### src/smc_params.svh
// Constants for the standby mode controller
`ifndef SMC_PARAMS_SVH
`define SMC_PARAMS_SVH

`define SMC_ADDR_W        8
`define SMC_OFF_MAIN_OSC  8'h00
`define SMC_OFF_PROC_CLK  8'h04
`define SMC_OFF_INT_OSC   8'h08
`define SMC_OFF_CLK_MODE  8'h0c
`define SMC_OFF_SEL       8'h10
`define SMC_OFF_STAT      8'h14
`define SMC_OFF_STATE     8'h18

`define SMC_BIT_MAIN_STOP  7
`define SMC_BIT_CPU_SOURCE 7
`define SMC_BIT_INT_STOP   0
`define SMC_BIT_PER_SELECT 0

`define SMC_FLD_SRC       1:0
`define SMC_FLD_SEL       2:0
`define SMC_FLD_STAT      4:0
`define SMC_FLD_STATE     3:0

`define SMC_SRC_HS        2'h0
`define SMC_SRC_INT       2'h1
`define SMC_SRC_SUB       2'h2

`define SMC_SEL_RST       3'h5
`define SMC_SEL_11        3'h1
`define SMC_SEL_13        3'h2
`define SMC_SEL_14        3'h3
`define SMC_SEL_15        3'h4
`define SMC_SEL_16        3'h5

`define SMC_INT_WAIT      5'h11
`define SMC_CNT_W         17
`define SMC_OPT_LOAD      2'h3

`endif

### src/smc_pkg.sv
// Types for the standby mode controller
`default_nettype none
package smc_pkg;

   typedef enum logic [1:0] {
      SMC_RUN  = 2'h0,
      SMC_HALT = 2'h1,
      SMC_STOP = 2'h3,
      SMC_WAIT = 2'h2
   } smc_state_e;

   typedef struct packed {
      logic       hs_en;
      logic       int_en;
      logic       cpu_en;
      logic       per_en;
      logic       per_sel;
      logic [1:0] cpu_src;
      logic       hold;
   } smc_clk_s;

endpackage
`default_nettype wire

### src/smc_standby.sv
// Standby controller: halt and stop modes with oscillation stabilization wait
// How it works
// - Halt gates CPU clock, oscillators keep running
// - Stop halts the high-speed oscillator
// - Interrupt leaves stop after stabilization wait
// - Interrupt leaves halt at once, no wait
// - Standby holds registers, memory and port states
// - Stop on internal clock keeps internal oscillator
// - Running internal oscillator not stopped in stop
// - Internal clock: CPU held 17 periods after stop
// - Internal stop bit acts only when option allows
// - After stop, CPU resumes on previous clock
// - After halt, CPU resumes on previous clock
// - Halt peripheral clock by select bit; stop stops it
// - Halt keeps high-speed oscillator unless stop bits set
// - Reset releases stop; wait counts only once the oscillator is ready
// - Three-bit select picks wait, resets to longest
`timescale 1ns/1ps
`default_nettype none
`include "smc_params.svh"

module smc_standby #(
   parameter int                  NUM_IRQ = 8,
   parameter logic [16:0]         CNT_11  = 17'h00800,
   parameter logic [16:0]         CNT_13  = 17'h02000,
   parameter logic [16:0]         CNT_14  = 17'h04000,
   parameter logic [16:0]         CNT_15  = 17'h08000,
   parameter logic [16:0]         CNT_16  = 17'h10000
) (
   input  wire logic                SYS_CLK,
   input  wire logic                RST,
   input  wire logic                PSEL,
   input  wire logic                PENABLE,
   input  wire logic                PWRITE,
   input  wire logic [7:0]          PADDR,
   input  wire logic [31:0]         PWDATA,
   output logic      [31:0]         PRDATA,
   output logic                     PREADY,
   output logic                     PSLVERR,
   input  wire logic                HALT_CMD,
   input  wire logic                STOP_CMD,
   input  wire logic [NUM_IRQ-1:0]  IRQ_FLAGS,
   input  wire logic [NUM_IRQ-1:0]  IRQ_MASK,
   input  wire logic                INT_OSC_TICK,
   input  wire logic                HS_OSC_READY,
   input  wire logic                OPT_INT_STOPPABLE,
   output logic                     HS_OSC_EN,
   output logic                     INT_OSC_EN,
   output logic                     CPU_CLK_EN,
   output logic [1:0]               CPU_CLK_SRC,
   output logic                     PER_CLK_EN,
   output logic                     PER_CLK_SEL,
   output logic                     STATE_HOLD,
   output logic                     IN_HALT,
   output logic                     IN_STOP,
   output logic                     WAKE
);

   // Pin synchronisers
   logic hs_rdy_m_r;
   logic hs_rdy_r;
   logic opt_m_r;
   logic opt_s_r;

   // Register file
   logic        main_osc_stop_r,     main_osc_stop_nxt;
   logic        cpu_clock_source_r,  cpu_clock_source_nxt;
   logic [1:0]  src_r,               src_nxt;
   logic        internal_osc_stop_r, internal_osc_stop_nxt;
   logic        per_clock_select_r,  per_clock_select_nxt;
   logic [2:0]  sel_r,               sel_nxt;
   logic        opt_r,               opt_nxt;
   logic [1:0]  opt_ld_r,            opt_ld_nxt;

   // APB answer
   logic [31:0] rdata_r,  rdata_nxt;
   logic        ready_r,  ready_nxt;
   logic        err_r,    err_nxt;

   // Sequencer
   smc_pkg::smc_state_e st_r, st_nxt;
   logic [1:0]  saved_r,  saved_nxt;
   logic [16:0] ost_r,    ost_nxt;
   logic [4:0]  tick_r,   tick_nxt;
   logic        wake_r,   wake_nxt;
   logic        halt_r,   halt_nxt;
   smc_pkg::smc_clk_s   clk_r, clk_nxt;

   logic        wake_req;
   logic        acc;
   logic        wr;
   logic [16:0] target;
   logic [4:0]  stab_status;
   logic        hs_on;
   logic        int_on;

   assign wake_req = |(IRQ_FLAGS & ~IRQ_MASK);
   assign acc      = PSEL & PENABLE & ~ready_r;
   assign wr       = PSEL & PENABLE & ready_r & PWRITE;
   assign hs_on    = ~(main_osc_stop_r | cpu_clock_source_r);
   assign int_on   = ~(opt_r & internal_osc_stop_r);

   // Wait length from the select field
   always_comb begin
      case (sel_r)
         `SMC_SEL_11: target = CNT_11;
         `SMC_SEL_13: target = CNT_13;
         `SMC_SEL_14: target = CNT_14;
         `SMC_SEL_15: target = CNT_15;
         default:     target = CNT_16;
      endcase
   end

   // Elapsed-time status bits
   assign stab_status = {ost_r >= CNT_11, ost_r >= CNT_13, ost_r >= CNT_14,
                         ost_r >= CNT_15, ost_r >= CNT_16};

   // Synchronisers
   always_ff @(posedge SYS_CLK) begin
      if (RST) begin
         hs_rdy_m_r <= 1'b0;
         hs_rdy_r   <= 1'b0;
         opt_m_r    <= 1'b0;
         opt_s_r    <= 1'b0;
      end else begin
         hs_rdy_m_r <= HS_OSC_READY;
         hs_rdy_r   <= hs_rdy_m_r;
         opt_m_r    <= OPT_INT_STOPPABLE;
         opt_s_r    <= opt_m_r;
      end
   end

   // Register writes and option capture
   always_comb begin
      main_osc_stop_nxt     = main_osc_stop_r;
      cpu_clock_source_nxt  = cpu_clock_source_r;
      src_nxt               = src_r;
      internal_osc_stop_nxt = internal_osc_stop_r;
      per_clock_select_nxt  = per_clock_select_r;
      sel_nxt               = sel_r;
      opt_nxt               = opt_r;
      opt_ld_nxt            = opt_ld_r;
      // Strap taken at third edge after reset
      if (opt_ld_r != `SMC_OPT_LOAD) begin
         opt_nxt    = opt_s_r;
         opt_ld_nxt = opt_ld_r + 2'h1;
      end
      if (wr) begin
         case (PADDR)
            `SMC_OFF_MAIN_OSC: main_osc_stop_nxt = PWDATA[`SMC_BIT_MAIN_STOP];
            `SMC_OFF_PROC_CLK: begin
               cpu_clock_source_nxt = PWDATA[`SMC_BIT_CPU_SOURCE];
               src_nxt              = PWDATA[`SMC_FLD_SRC];
            end
            `SMC_OFF_INT_OSC:  internal_osc_stop_nxt = PWDATA[`SMC_BIT_INT_STOP];
            `SMC_OFF_CLK_MODE: per_clock_select_nxt  = PWDATA[`SMC_BIT_PER_SELECT];
            `SMC_OFF_SEL:      sel_nxt               = PWDATA[`SMC_FLD_SEL];
            default:           sel_nxt               = sel_r;
         endcase
      end
   end

   always_ff @(posedge SYS_CLK) begin
      if (RST) begin
         main_osc_stop_r     <= 1'b0;
         cpu_clock_source_r  <= 1'b0;
         src_r               <= `SMC_SRC_INT;
         internal_osc_stop_r <= 1'b0;
         per_clock_select_r  <= 1'b0;
         sel_r               <= `SMC_SEL_RST;
         opt_r               <= 1'b0;
         opt_ld_r            <= 2'h0;
      end else begin
         main_osc_stop_r     <= main_osc_stop_nxt;
         cpu_clock_source_r  <= cpu_clock_source_nxt;
         src_r               <= src_nxt;
         internal_osc_stop_r <= internal_osc_stop_nxt;
         per_clock_select_r  <= per_clock_select_nxt;
         sel_r               <= sel_nxt;
         opt_r               <= opt_nxt;
         opt_ld_r            <= opt_ld_nxt;
      end
   end

   // APB read path, one wait state
   always_comb begin
      rdata_nxt = rdata_r;
      ready_nxt = 1'b0;
      err_nxt   = 1'b0;
      if (acc) begin
         ready_nxt = 1'b1;
         rdata_nxt = 32'h0;
         case (PADDR)
            `SMC_OFF_MAIN_OSC: rdata_nxt[`SMC_BIT_MAIN_STOP] = main_osc_stop_r;
            `SMC_OFF_PROC_CLK: begin
               rdata_nxt[`SMC_BIT_CPU_SOURCE] = cpu_clock_source_r;
               rdata_nxt[`SMC_FLD_SRC]        = src_r;
            end
            `SMC_OFF_INT_OSC:  rdata_nxt[`SMC_BIT_INT_STOP]   = internal_osc_stop_r;
            `SMC_OFF_CLK_MODE: rdata_nxt[`SMC_BIT_PER_SELECT] = per_clock_select_r;
            `SMC_OFF_SEL:      rdata_nxt[`SMC_FLD_SEL]        = sel_r;
            `SMC_OFF_STAT:     rdata_nxt[`SMC_FLD_STAT]       = stab_status;
            `SMC_OFF_STATE:    rdata_nxt[`SMC_FLD_STATE]      = {opt_r, saved_r == `SMC_SRC_SUB, st_r};
            default:           err_nxt = 1'b1;
         endcase
      end
   end

   always_ff @(posedge SYS_CLK) begin
      if (RST) begin
         rdata_r <= 32'h0;
         ready_r <= 1'b0;
         err_r   <= 1'b0;
      end else begin
         rdata_r <= rdata_nxt;
         ready_r <= ready_nxt;
         err_r   <= err_nxt;
      end
   end

   // Standby sequencer
   always_comb begin
      st_nxt    = st_r;
      saved_nxt = saved_r;
      ost_nxt   = ost_r;
      tick_nxt  = tick_r;
      wake_nxt  = 1'b0;
      // Stabilization counter advances only while oscillating
      if (clk_r.hs_en && hs_rdy_r && ost_r < target) begin
         ost_nxt = ost_r + 17'h1;
      end
      if (!hs_on && st_r == smc_pkg::SMC_RUN) begin
         ost_nxt = 17'h0;
      end
      case (st_r)
         smc_pkg::SMC_RUN: begin
            if (STOP_CMD && src_r != `SMC_SRC_SUB) begin
               st_nxt    = smc_pkg::SMC_STOP;
               saved_nxt = src_r;
               ost_nxt   = 17'h0;
            end else if (HALT_CMD) begin
               st_nxt    = smc_pkg::SMC_HALT;
               saved_nxt = src_r;
            end
         end
         smc_pkg::SMC_HALT: begin
            if (wake_req) begin
               st_nxt   = smc_pkg::SMC_RUN;
               wake_nxt = 1'b1;
            end
         end
         smc_pkg::SMC_STOP: begin
            ost_nxt = 17'h0;
            if (wake_req) begin
               st_nxt   = smc_pkg::SMC_WAIT;
               tick_nxt = 5'h0;
            end
         end
         smc_pkg::SMC_WAIT: begin
            if (saved_r == `SMC_SRC_INT) begin
               if (INT_OSC_TICK) begin
                  tick_nxt = tick_r + 5'h1;
               end
               if (tick_r == `SMC_INT_WAIT) begin
                  st_nxt   = smc_pkg::SMC_RUN;
                  wake_nxt = 1'b1;
               end
            end else if (ost_r >= target) begin
               st_nxt   = smc_pkg::SMC_RUN;
               wake_nxt = 1'b1;
            end
         end
         default: st_nxt = smc_pkg::SMC_RUN;
      endcase
   end

   // Clock controls per state
   always_comb begin
      halt_nxt        = st_nxt == smc_pkg::SMC_HALT;
      clk_nxt.hs_en   = hs_on;
      clk_nxt.int_en  = int_on;
      clk_nxt.cpu_en  = 1'b1;
      clk_nxt.per_en  = 1'b1;
      clk_nxt.per_sel = per_clock_select_r;
      clk_nxt.cpu_src = src_r;
      clk_nxt.hold    = 1'b0;
      case (st_nxt)
         smc_pkg::SMC_HALT: begin
            clk_nxt.cpu_en  = 1'b0;
            clk_nxt.cpu_src = saved_nxt;
            clk_nxt.hold    = 1'b1;
         end
         smc_pkg::SMC_STOP: begin
            clk_nxt.hs_en   = 1'b0;
            clk_nxt.cpu_en  = 1'b0;
            clk_nxt.per_en  = 1'b0;
            clk_nxt.cpu_src = saved_nxt;
            clk_nxt.hold    = 1'b1;
         end
         smc_pkg::SMC_WAIT: begin
            clk_nxt.hs_en   = 1'b1;
            clk_nxt.cpu_en  = 1'b0;
            clk_nxt.per_en  = 1'b0;
            clk_nxt.cpu_src = saved_nxt;
            clk_nxt.hold    = 1'b1;
         end
         default: clk_nxt.cpu_en = 1'b1;
      endcase
   end

   always_ff @(posedge SYS_CLK) begin
      if (RST) begin
         st_r    <= smc_pkg::SMC_RUN;
         saved_r <= `SMC_SRC_INT;
         ost_r   <= 17'h0;
         tick_r  <= 5'h0;
         wake_r  <= 1'b0;
         halt_r  <= 1'b0;
         clk_r   <= '{hs_en: 1'b1, int_en: 1'b1, cpu_en: 1'b1, per_en: 1'b1,
                      per_sel: 1'b0, cpu_src: `SMC_SRC_INT, hold: 1'b0};
      end else begin
         st_r    <= st_nxt;
         saved_r <= saved_nxt;
         ost_r   <= ost_nxt;
         tick_r  <= tick_nxt;
         wake_r  <= wake_nxt;
         halt_r  <= halt_nxt;
         clk_r   <= clk_nxt;
      end
   end

   // Outputs straight from flops
   assign PRDATA      = rdata_r;
   assign PREADY      = ready_r;
   assign PSLVERR     = err_r;
   assign HS_OSC_EN   = clk_r.hs_en;
   assign INT_OSC_EN  = clk_r.int_en;
   assign CPU_CLK_EN  = clk_r.cpu_en;
   assign CPU_CLK_SRC = clk_r.cpu_src;
   assign PER_CLK_EN  = clk_r.per_en;
   assign PER_CLK_SEL = clk_r.per_sel;
   assign STATE_HOLD  = clk_r.hold;
   assign IN_HALT     = halt_r;
   assign IN_STOP     = st_r[1];
   assign WAKE        = wake_r;

endmodule

`default_nettype wire

### config.mk
export PLATFORM = sky130hd
export DESIGN_NAME = smc_standby
export DESIGN_NICKNAME = d
export VERILOG_FILES = /design/src/smc_pkg.sv /design/src/smc_standby.sv
export VERILOG_INCLUDE_DIRS = /design/src
export SDC_FILE = /design/constraint.sdc
export NUM_CORES = 1
export LEC_CHECK = 0
export BUFFER_PORTS_ARGS = -buffer_cell sky130_fd_sc_hd__buf_2
export CORE_MARGIN = 3
export CORE_UTILIZATION = 40
export CTS_CLUSTER_SIZE = 10
export DETAILED_ROUTE_END_ITERATION = 10
export PLACE_DENSITY = 0.72
export SYNTH_ARGS = -nofsm -noshare
export SYNTH_HDL_FRONTEND = slang
export SYNTH_SLANG_ARGS = --single-unit
### constraint.sdc
create_clock -name SYS_CLK -period 3 [get_ports SYS_CLK]
set_input_delay 0.6 -clock SYS_CLK [delete_from_list [all_inputs] [get_ports SYS_CLK]]
set_output_delay 0.6 -clock SYS_CLK [all_outputs]
set_load 0.01 [all_outputs]
==> results of run 1 <==
## sequential cells by signal, summed over array words and instances (netlist names), 2 cells and up
name and flops:
ost_r 17, opt_ld_r 2, st_r 2, PRDATA 6
src_r 2, sel_r 3, saved_r 2, tick_r 5
CPU_CLK_SRC 2
## layout make-up
type	instances	area share
Inverter	16	0.0166
Sequential cell	60	0.332
Clock buffer	9	0.0342
Tap cell	99	0.0342
Multi-Input combinational cell	276	0.478
Timing Repair Buffer	57	0.0796
Clock inverter	7	0.0253
## cells in the mapped netlist, drive strengths merged (2+ instances only)
| master | instances |
|---|---|
| nand4 | 5 |
| mux2 | 3 |
| nand2 | 18 |
| nor2 | 59 |
| a211o | 5 |
| a21o | 4 |
| or2 | 6 |
| or3 | 3 |
| buf | 28 |
| nand3 | 9 |
| and3 | 6 |
| mux2i | 15 |
| a31oi | 3 |
| and4 | 3 |
| xnor2 | 5 |
| clkbuf | 13 |
| a21oi | 13 |
| nor3 | 11 |
| ha | 14 |
| o2111ai | 2 |
| nor4 | 3 |
| nor2b | 7 |
| o22ai | 4 |
| dfxtp | 60 |
| xor2 | 13 |
| or4 | 2 |
| o21ai | 8 |
| o211a | 2 |
| nand3b | 5 |
| inv | 16 |
| a22oi | 2 |
| nand2b | 9 |
## power by group
group | total (uW) | internal, uW | switching [uW]
clock network | 791 | 464 | 327
registers | 920 | 867 | 53.4
logic | 658 | 273 | 384
total | 2370 | 1600 | 765
## worst paths after layout
path | endpoint | slack, ps
max reg2reg | CPU_CLK_SRC[1] | 340
min | opt_s_r | 440
min reg2reg | opt_s_r | 440
max | CPU_CLK_SRC[1] | 340
## stage by stage
| stage | hold WS, ps | worst slack, ps |
|---|---|---|
| after floorplan | 392 | 591 |
| after global placement | 423 | 393 |
| after detailed placement | 427 | 347 |
| after CTS | 444 | 345 |
| after global routing | 449 | 119 |
| final | 438 | 345 |
## per-layer routing
layer  vias to the layer above  GRT usage  share of wire
met5                         -          0              0
met4                         0     0.0481          0.013
met3                        10     0.0510          0.077
met2                        98      0.242           0.44
met1                      1190      0.205           0.47
li1                       1303          -              -
## cell families after synthesis
| kind of cell | Yosys count | share of synthesized area |
|---|---|---|
| fa+ha+maj | 14 | 0.0556 |
| xor+xnor | 18 | 0.0501 |
| simple gates | 152 | 0.245 |
| other cells | 1 | 0.00119 |
| compound gates | 48 | 0.109 |
| buf+inv | 57 | 0.0990 |
| flops | 60 | 0.382 |
| mux | 18 | 0.0584 |
==> impl_results.md, run 1 <==
- Status: finished, final reports clean
- Crit path DAT: 2870 ps
- Yosys warns: 0
- DRC viols: 0
- Layout Nets: 500
- Register Area: 1200 um^2
- Number of global-route vias before repair: 2430
- Initial antenna violation count: 0
- Buf/Inv on CP: 0
- RSZ-0062 raised after global routing: no
- Post-synthesis async set-or-reset flop share: 0
- Post_cts resized: 0
- Via Count: 2601
- Final non-filler cell total: 524
- Layout cells sized above 1: 0.195
- Worst path required time: 3220 ps
- Flops & latches, synth: 60
- TNS Setup: 0 ps
- Worst vdd ir: 0.000423 V
- Core region area: 7450 um^2
- Critical Path, Cell by Cell: nor2_1 -> xnor2_1 -> ha_1 -> nand2_1 -> or4b_1 -> o22ai_2 -> o21bai_2 -> o22ai_4 -> nor2b_4 -> mux2_1
- Least-Margin Pin Slew: 729 ps
- Post-Place Cells: 508
- Post-DP HPWL: 4.86 mm
- Vias per cell: 4.96
- Cts hold-fix bufs: 0
- Root buffer cell: clkbuf_8
- Die ar.: 8970 um^2
- R2R depth: 10
- R2R Path Start: sel_r[1]
- Die width: 94.7 um
- Final period util: 0.885
- Clk_lat worst skew: 330 ps
- Crit. Startpoint: sel_r[1]
- Router iterations before antenna repair: 4
- CP max stage cell: or4b_1
- CTS max path bufs: 2
- Avg WL per Cell: 12.6 um
- DRT iter0 DRCs: 97
- Placed Instance Area: 3400 um^2
- Filler Cells Inserted: 738
- GP Congestion: 0.858
- Die height: 94.7 um
- Worst Setup End Kind: flop
- Max Slew Vio Count: 0
- Grt total ovfl: 0
- Synth Cell Area: 3150 um^2
- Max H-tree Level: 3
- Clock transition at the registers of the reported paths: 70 ps
- Worst hold path class: flop to flop
- CP top delay family: simple AND/OR/NAND/NOR gates
- PwrDens: 655 nW/um^2
- Leakage: 0.00163 uW
- CP Launch Type: flop
- Drt total wl: 6.61 mm
- Leading cell type in the layout, fill and taps excluded: dfxtp_1
- Final Util: 0.486
- Worst Min Path Start: opt_m_r
- Final setup viols: 0
- Initial core utilization: 0.423
- Post-synth EDFFs: 0
- Hold Violations, Final: 0
- Post-DRT Antenna Nets: 0
- Diodes inserted: 0
- Tot Pwr: 2370 uW
- Peak Freq: 377 MHz
- CTS sink count: 60
- Crit-path max FO: 6
- Seq/Total Area, Yosys: 0.382
- Area contributors post-synth: dfxtp_1 (38%), nor2_1 (7.0%), buf_4 (6.2%)
- WHS Path Cells: 1
- Critical path class: flop to flop
- Std-Cell Rows: 31
- Mapped Avg Cell Area: 8.55 um^2
- Multi-input logic area: 1730 um^2
- CTS tree: yes
- Post-CTS Repair Setup Buffers: 0
- Top_reg_cell synth: dfxtp_1
- I/O pin cnt: 111
- First-pass GRT wire length: 11.0 mm
- Setup Skew: 7.47 ps
- CP Depth: 10
- Cell accounting for the most synthesized area: dfxtp_1
- Mapped Cells: 368
- Post-route cell area: 3620 um^2
- TritonCTS buffer count: 9
- Max-cap violations: 0
- Slew HR: 0.514
- Port bufs: 56
- Synth top area share: 0.382
- Largest net degree at the start of global routing: 43
- Total global routing track utilization: 0.156
- Area grow syn2layout: 14.9%
- Most frequent cells in the layout: dfxtp_1 (60), nor2_1 (59), buf_2 (56)
- Distinct cells, synth: 50
- Crit-path max cell delay: 530 ps
- Crit path time final: 2660 ps
No activity file was read; power rests on OpenSTA's default activity.
==> run 2: changes to the inputs <==
Settings changed: PLACE_DENSITY 0.72 to not set, PLACE_DENSITY_LB_ADDON set to 0.08.
==> impl_results.md, run 2 (synthesis results as in run 1) <==
- Slew HR: 0.623
- Crit-path max cell delay: 540 ps
- Hold Violations, Final: 0
- Number of global-route vias before repair: 2307
- Core region area: 7450 um^2
- Highest metal used: met4
- Setup slack, reg-to-reg: 300 ps
- CTS sink count: 60
- M1 WL: 3.39 mm
- Seq pwr share: 0.402
- CTS max path bufs: 2
- Max-cap violations: 0
- Setup Skew: 9.27 ps
- Die width: 94.7 um
- R2R depth: 10
- Final period util: 0.900
- Final Util: 0.482
- Most flops, register: ost_r
- Layout Nets: 501
- Worst hold path class: flop to flop
- Grt total ovfl: 0
- Critical Path, Cell by Cell: nor2_1 -> xnor2_1 -> ha_1 -> nand2_1 -> or4b_1 -> o22ai_2 -> o21bai_2 -> o22ai_4 -> nor2b_4 -> mux2_1
- Initial antenna violation count: 0
- Initial core utilization: 0.423
- Clock transition at the registers of the reported paths: 70 ps
- CP top delay family: simple AND/OR/NAND/NOR gates
- Worst Min Path Start: internal_osc_stop_r
- Post-DRT Antenna Nets: 0
- Worst vdd ir: 0.000227 V
- Via Count: 2549
- CP max stage cell: or4b_1
- CTS tree: yes
- Avg WL per Cell: 13.1 um
- Routed length on met2: 3.07 mm
- Switch share: 0.343
- Status: finished, final reports clean
- Flip-flop count of the largest register after layout: 17
- Final setup viols: 0
- Hold Path End: INT_OSC_EN
- R2R Path Start: sel_r[0]
- Area grow syn2layout: 14.0%
- Leakage: 0.00161 uW
- Crit path DAT: 2920 ps
- WL met3: 337 um
- CP Launch Type: flop
- Max Slew Vio Count: 0
- Least-Margin Pin Slew: 560 ps
- Crit-path max FO: 6
- Crit. Startpoint: sel_r[0]
- Comb power frac: 0.309
- Post_cts resized: 0
- Largest net degree at the start of global routing: 36
- I/O pin cnt: 111
- Worst Setup End Kind: flop
- Die ar.: 8970 um^2
- Worst path required time: 3220 ps
- GP Congestion: 0.763
- Post-DP HPWL: 5.03 mm
- CP Depth: 10
- Drt total wl: 6.87 mm
- Die height: 94.7 um
- Total global routing track utilization: 0.156
- Root buffer cell: clkbuf_8
- DRC viols: 0
- Most frequent cells in the layout: dfxtp_1 (60), nor2_1 (59), buf_2 (56)
- Layout cells sized above 1: 0.195
- Peak Freq: 370 MHz
- Diodes inserted: 0
- Leading cell type in the layout, fill and taps excluded: dfxtp_1
- Cts hold-fix bufs: 0
- Buf/Inv on CP: 0
- Std-Cell Rows: 31
- Crit path time final: 2700 ps
- P_sw: 770 uW
- WHS Path Cells: 1
- DRT iter0 DRCs: 81
- Clk_lat worst skew: 340 ps
- Router iterations before antenna repair: 4
- RR Endpoint: CPU_CLK_SRC[1]
- TritonCTS buffer count: 9
- Port bufs: 56
- PwrDens: 625 nW/um^2
- Post-CTS Repair Setup Buffers: 0
- TNS Setup: 0 ps
- Critical path class: flop to flop
- Max H-tree Level: 3
- P_int: 1470 uW
- RSZ-0062 raised after global routing: no
- First-pass GRT wire length: 10.7 mm
- Clk network pwr share: 0.289
- Vias per cell: 4.86
-- run 2: worst reg2reg max path, cell delays in order (launching register included) --
cell and delay (ps):
dfxtp_1 420, nor2_1 100, xnor2_1 130, ha_1 300
nand2_1 90, or4b_1 540, o22ai_2 150, o21bai_2 120
o22ai_4 170, nor2b_4 230, mux2_1 340
-- run 2: through the flow --
step	power, uW	hold WS (ps)	worst slack, ps	instance area, um^2	cells
global route	2370	454	157	3590	525
detailed placement	1610	414	319	3410	509
floorplan	1450	392	591	3240	393
CTS	2270	435	301	3590	525
finish	2240	431	300	3590	525
global placement	1600	419	378	3410	509
-- run 2: power by group through the flow --
| stage | clock [uW] | sequential [uW] | combinational (uW) |
|---|---|---|---|
| final | 648 | 902 | 694 |
| after global routing | 704 | 910 | 755 |
| after CTS | 671 | 903 | 697 |
| after detailed placement | 0 | 921 | 693 |
| after global placement | 0 | 920 | 683 |
| after floorplan | 0 | 944 | 503 |
-- run 2: metal layers --
layer	vias up	GRT usage
met1	1168	0.201
met5	-	0
li1	1310	-
met3	5	0.0359
met2	66	0.245
met4	0	0.0793
-- run 2: worst max path at each step --
stage / slack (ps) / to
6_report: 300 / CPU_CLK_SRC[1]
5_1_grt: 160 / CPU_CLK_SRC[1]
4_1_cts: 300 / CPU_CLK_SRC[1]
3_5_place_dp: 320 / CPU_CLK_SRC[1]
3_3_place_gp: 380 / CPU_CLK_SRC[0]
2_1_floorplan: 590 / CPU_CLK_SRC[0]
-- run 2: area by class of cell --
cell class | count | area [um^2]
multi-input combinational | 276 | 1730
fill | 729 | 3860
clock inverter | 5 | 37.5
clock buffer | 11 | 141
inverter | 16 | 60.1
tap | 99 | 124
timing repair buffer | 58 | 295
sequential | 60 | 1200
==> run 3: changes to the inputs <==
Settings changed: ABC_AREA set to 1.
==> impl_results.md, run 3 <==
- Area grow syn2layout: 15.0%
- Max H-tree Level: 3
- Post-synthesis async set-or-reset flop share: 0
- Flip-flop count of the largest register after layout: 17
- Register Area: 1200 um^2
- Most frequent cells in the layout: inv_1 (81), nand2_1 (73), nor2_1 (67)
- Die width: 95.9 um
- Post-synth EDFFs: 0
- Grt total ovfl: 0
- Peak Freq: 404 MHz
- Leading cell type in the layout, fill and taps excluded: inv_1
- Setup slack after layout: 527 ps
- First-pass GRT wire length: 11.7 mm
- Hold slack: 400 ps
- Die height: 95.9 um
- Least-Margin Pin Slew: 596 ps
- Initial antenna violation count: 0
- Setup Skew: 12.7 ps
- CP Launch Type: flop
- Number of global-route vias before repair: 2644
- DRC viols: 0
- CTS max path bufs: 2
- Post-DP HPWL: 5.42 mm
- Worst slack at placement: 561 ps
- Final setup viols: 0
- Synth top area share: 0.371
- Diodes inserted: 0
- Std-Cell Rows: 32
- Avg WL per Cell: 11.1 um
- Post-CTS Repair Setup Buffers: 0
- Final period util: 0.824
- Layout cells sized above 1: 0.175
- Crit-path max FO: 7
- Max-cap violations: 0
- Top_reg_cell synth: dfxtp_1
- CTS sink count: 60
- Hold Violations, Final: 0
- Core region area: 7810 um^2
- Status: finished, final reports clean
- PwrDens: 619 nW/um^2
- Clock transition at the registers of the reported paths: 70 ps
- Worst Setup End Kind: flop
- Largest net degree at the start of global routing: 21
- Worst path required time: 3240 ps
- Slew HR: 0.598
- GP Congestion: 0.795
- DRT iter0 DRCs: 58
- Cts hold-fix bufs: 0
- Max Slew Vio Count: 0
- Leakage: 0.00181 uW
- Mapped Cells: 459
- Root buffer cell: clkbuf_8
- Total global routing track utilization: 0.165
- Tot Pwr: 2300 uW
- Post_cts resized: 0
- Top cells by count, synth: inv_1 (81), nand2_1 (73), nor2_1 (67)
- Critical path class: flop to flop
- Router iterations before antenna repair: 4
- Crit path time final: 2470 ps
- Clk_lat worst skew: 350 ps
- Synth Cell Area: 3240 um^2
- Yosys warns: 0
- Die ar.: 9200 um^2
- Initial core utilization: 0.414
- Multi-input logic area: 1610 um^2
- Seq/Total Area, Yosys: 0.371
- Worst vdd ir: 0.000282 V
- Filler Cells Inserted: 841
- Distinct cells, synth: 39
- RSZ-0062 raised after global routing: no
- Via Count: 2879
- Vias per cell: 4.58
- Final Util: 0.477
- Worst hold path class: flop to flop
- Mapped Avg Cell Area: 7.05 um^2
- Post-DRT Antenna Nets: 0
- I/O pin cnt: 111
- Drt total wl: 6.96 mm
- Cell accounting for the most synthesized area: dfxtp_1
- Count leader, synth: inv_1
- TNS Setup: 0 ps
- Flops & latches, synth: 60
- Port bufs: 56
- Layout Nets: 602
- Most flops, register: ost_r
- CTS tree: yes
- Crit path DAT: 2710 ps
- TritonCTS buffer count: 9
- Area contributors post-synth: dfxtp_1 (37%), inv_1 (9.4%), nand2_1 (8.5%)
## run 3: final timing paths
| path | start | to | slack [ps] | depth (start not counted) |
|---|---|---|---|---|
| worst max-delay path | sel_r[0] | ost_r[10] | 530 | 17 |
| worst min-delay path | hs_rdy_m_r | hs_rdy_r | 400 | 2 |
| worst max register to register | sel_r[0] | ost_r[10] | 530 | 17 |
| worst min register to register | hs_rdy_m_r | hs_rdy_r | 400 | 2 |
## run 3: area by class of cell
type / instances / area share
clock inverters: 5 / 0.0141
well taps: 102 / 0.0343
multi-input cells: 312 / 0.432
repair buffers: 58 / 0.0794
flip-flops and latches: 60 / 0.323
clock buffers: 11 / 0.0353
inverters: 81 / 0.0817
## run 3: stage by stage
step	area (um^2)	cells
5_1_grt	3720	629
3_5_place_dp	3540	613
2_1_floorplan	3330	484
4_1_cts	3720	629
3_3_place_gp	3540	613
6_report	3720	629
## run 3: cells by family after synthesis
| family | synth area share |
|---|---|
| adder cells (fa/ha/maj) | 0.0541 |
| XOR/XNOR | 0.0162 |
| flip-flops | 0.371 |
| AND/OR/NAND/NOR | 0.273 |
| buffers and inverters | 0.160 |
| other | 0.00116 |
| AO/OA/AOI/OAI | 0.124 |
## run 3: where the power goes
part           total (uW)  switching (uW)  internal [uW]  leakage, uW
registers             953            57.5            896     0.000489
clock network         706             326            380    0.0000931
logic                 644             414            230      0.00123
## run 3: critical path, cell delays in order (launching register included)
cell	delay [ps]
dfxtp_1	340
inv_1	90
nor3_1	250
inv_1	70
nand4_1	80
ha_1	240
a21oi_1	160
nand2_1	80
nor2_2	160
nand2_4	110
inv_1	90
nand2_1	60
nor2_2	130
nand3_1	110
nor2_1	200
nand3_1	100
nand2_1	70
nor2_1	40
## run 3: per-layer routing
layer,share of wire,track usage
met5,0,0
met4,0.014,0.0640
met2,0.43,0.259
met3,0.072,0.0539
met1,0.48,0.211
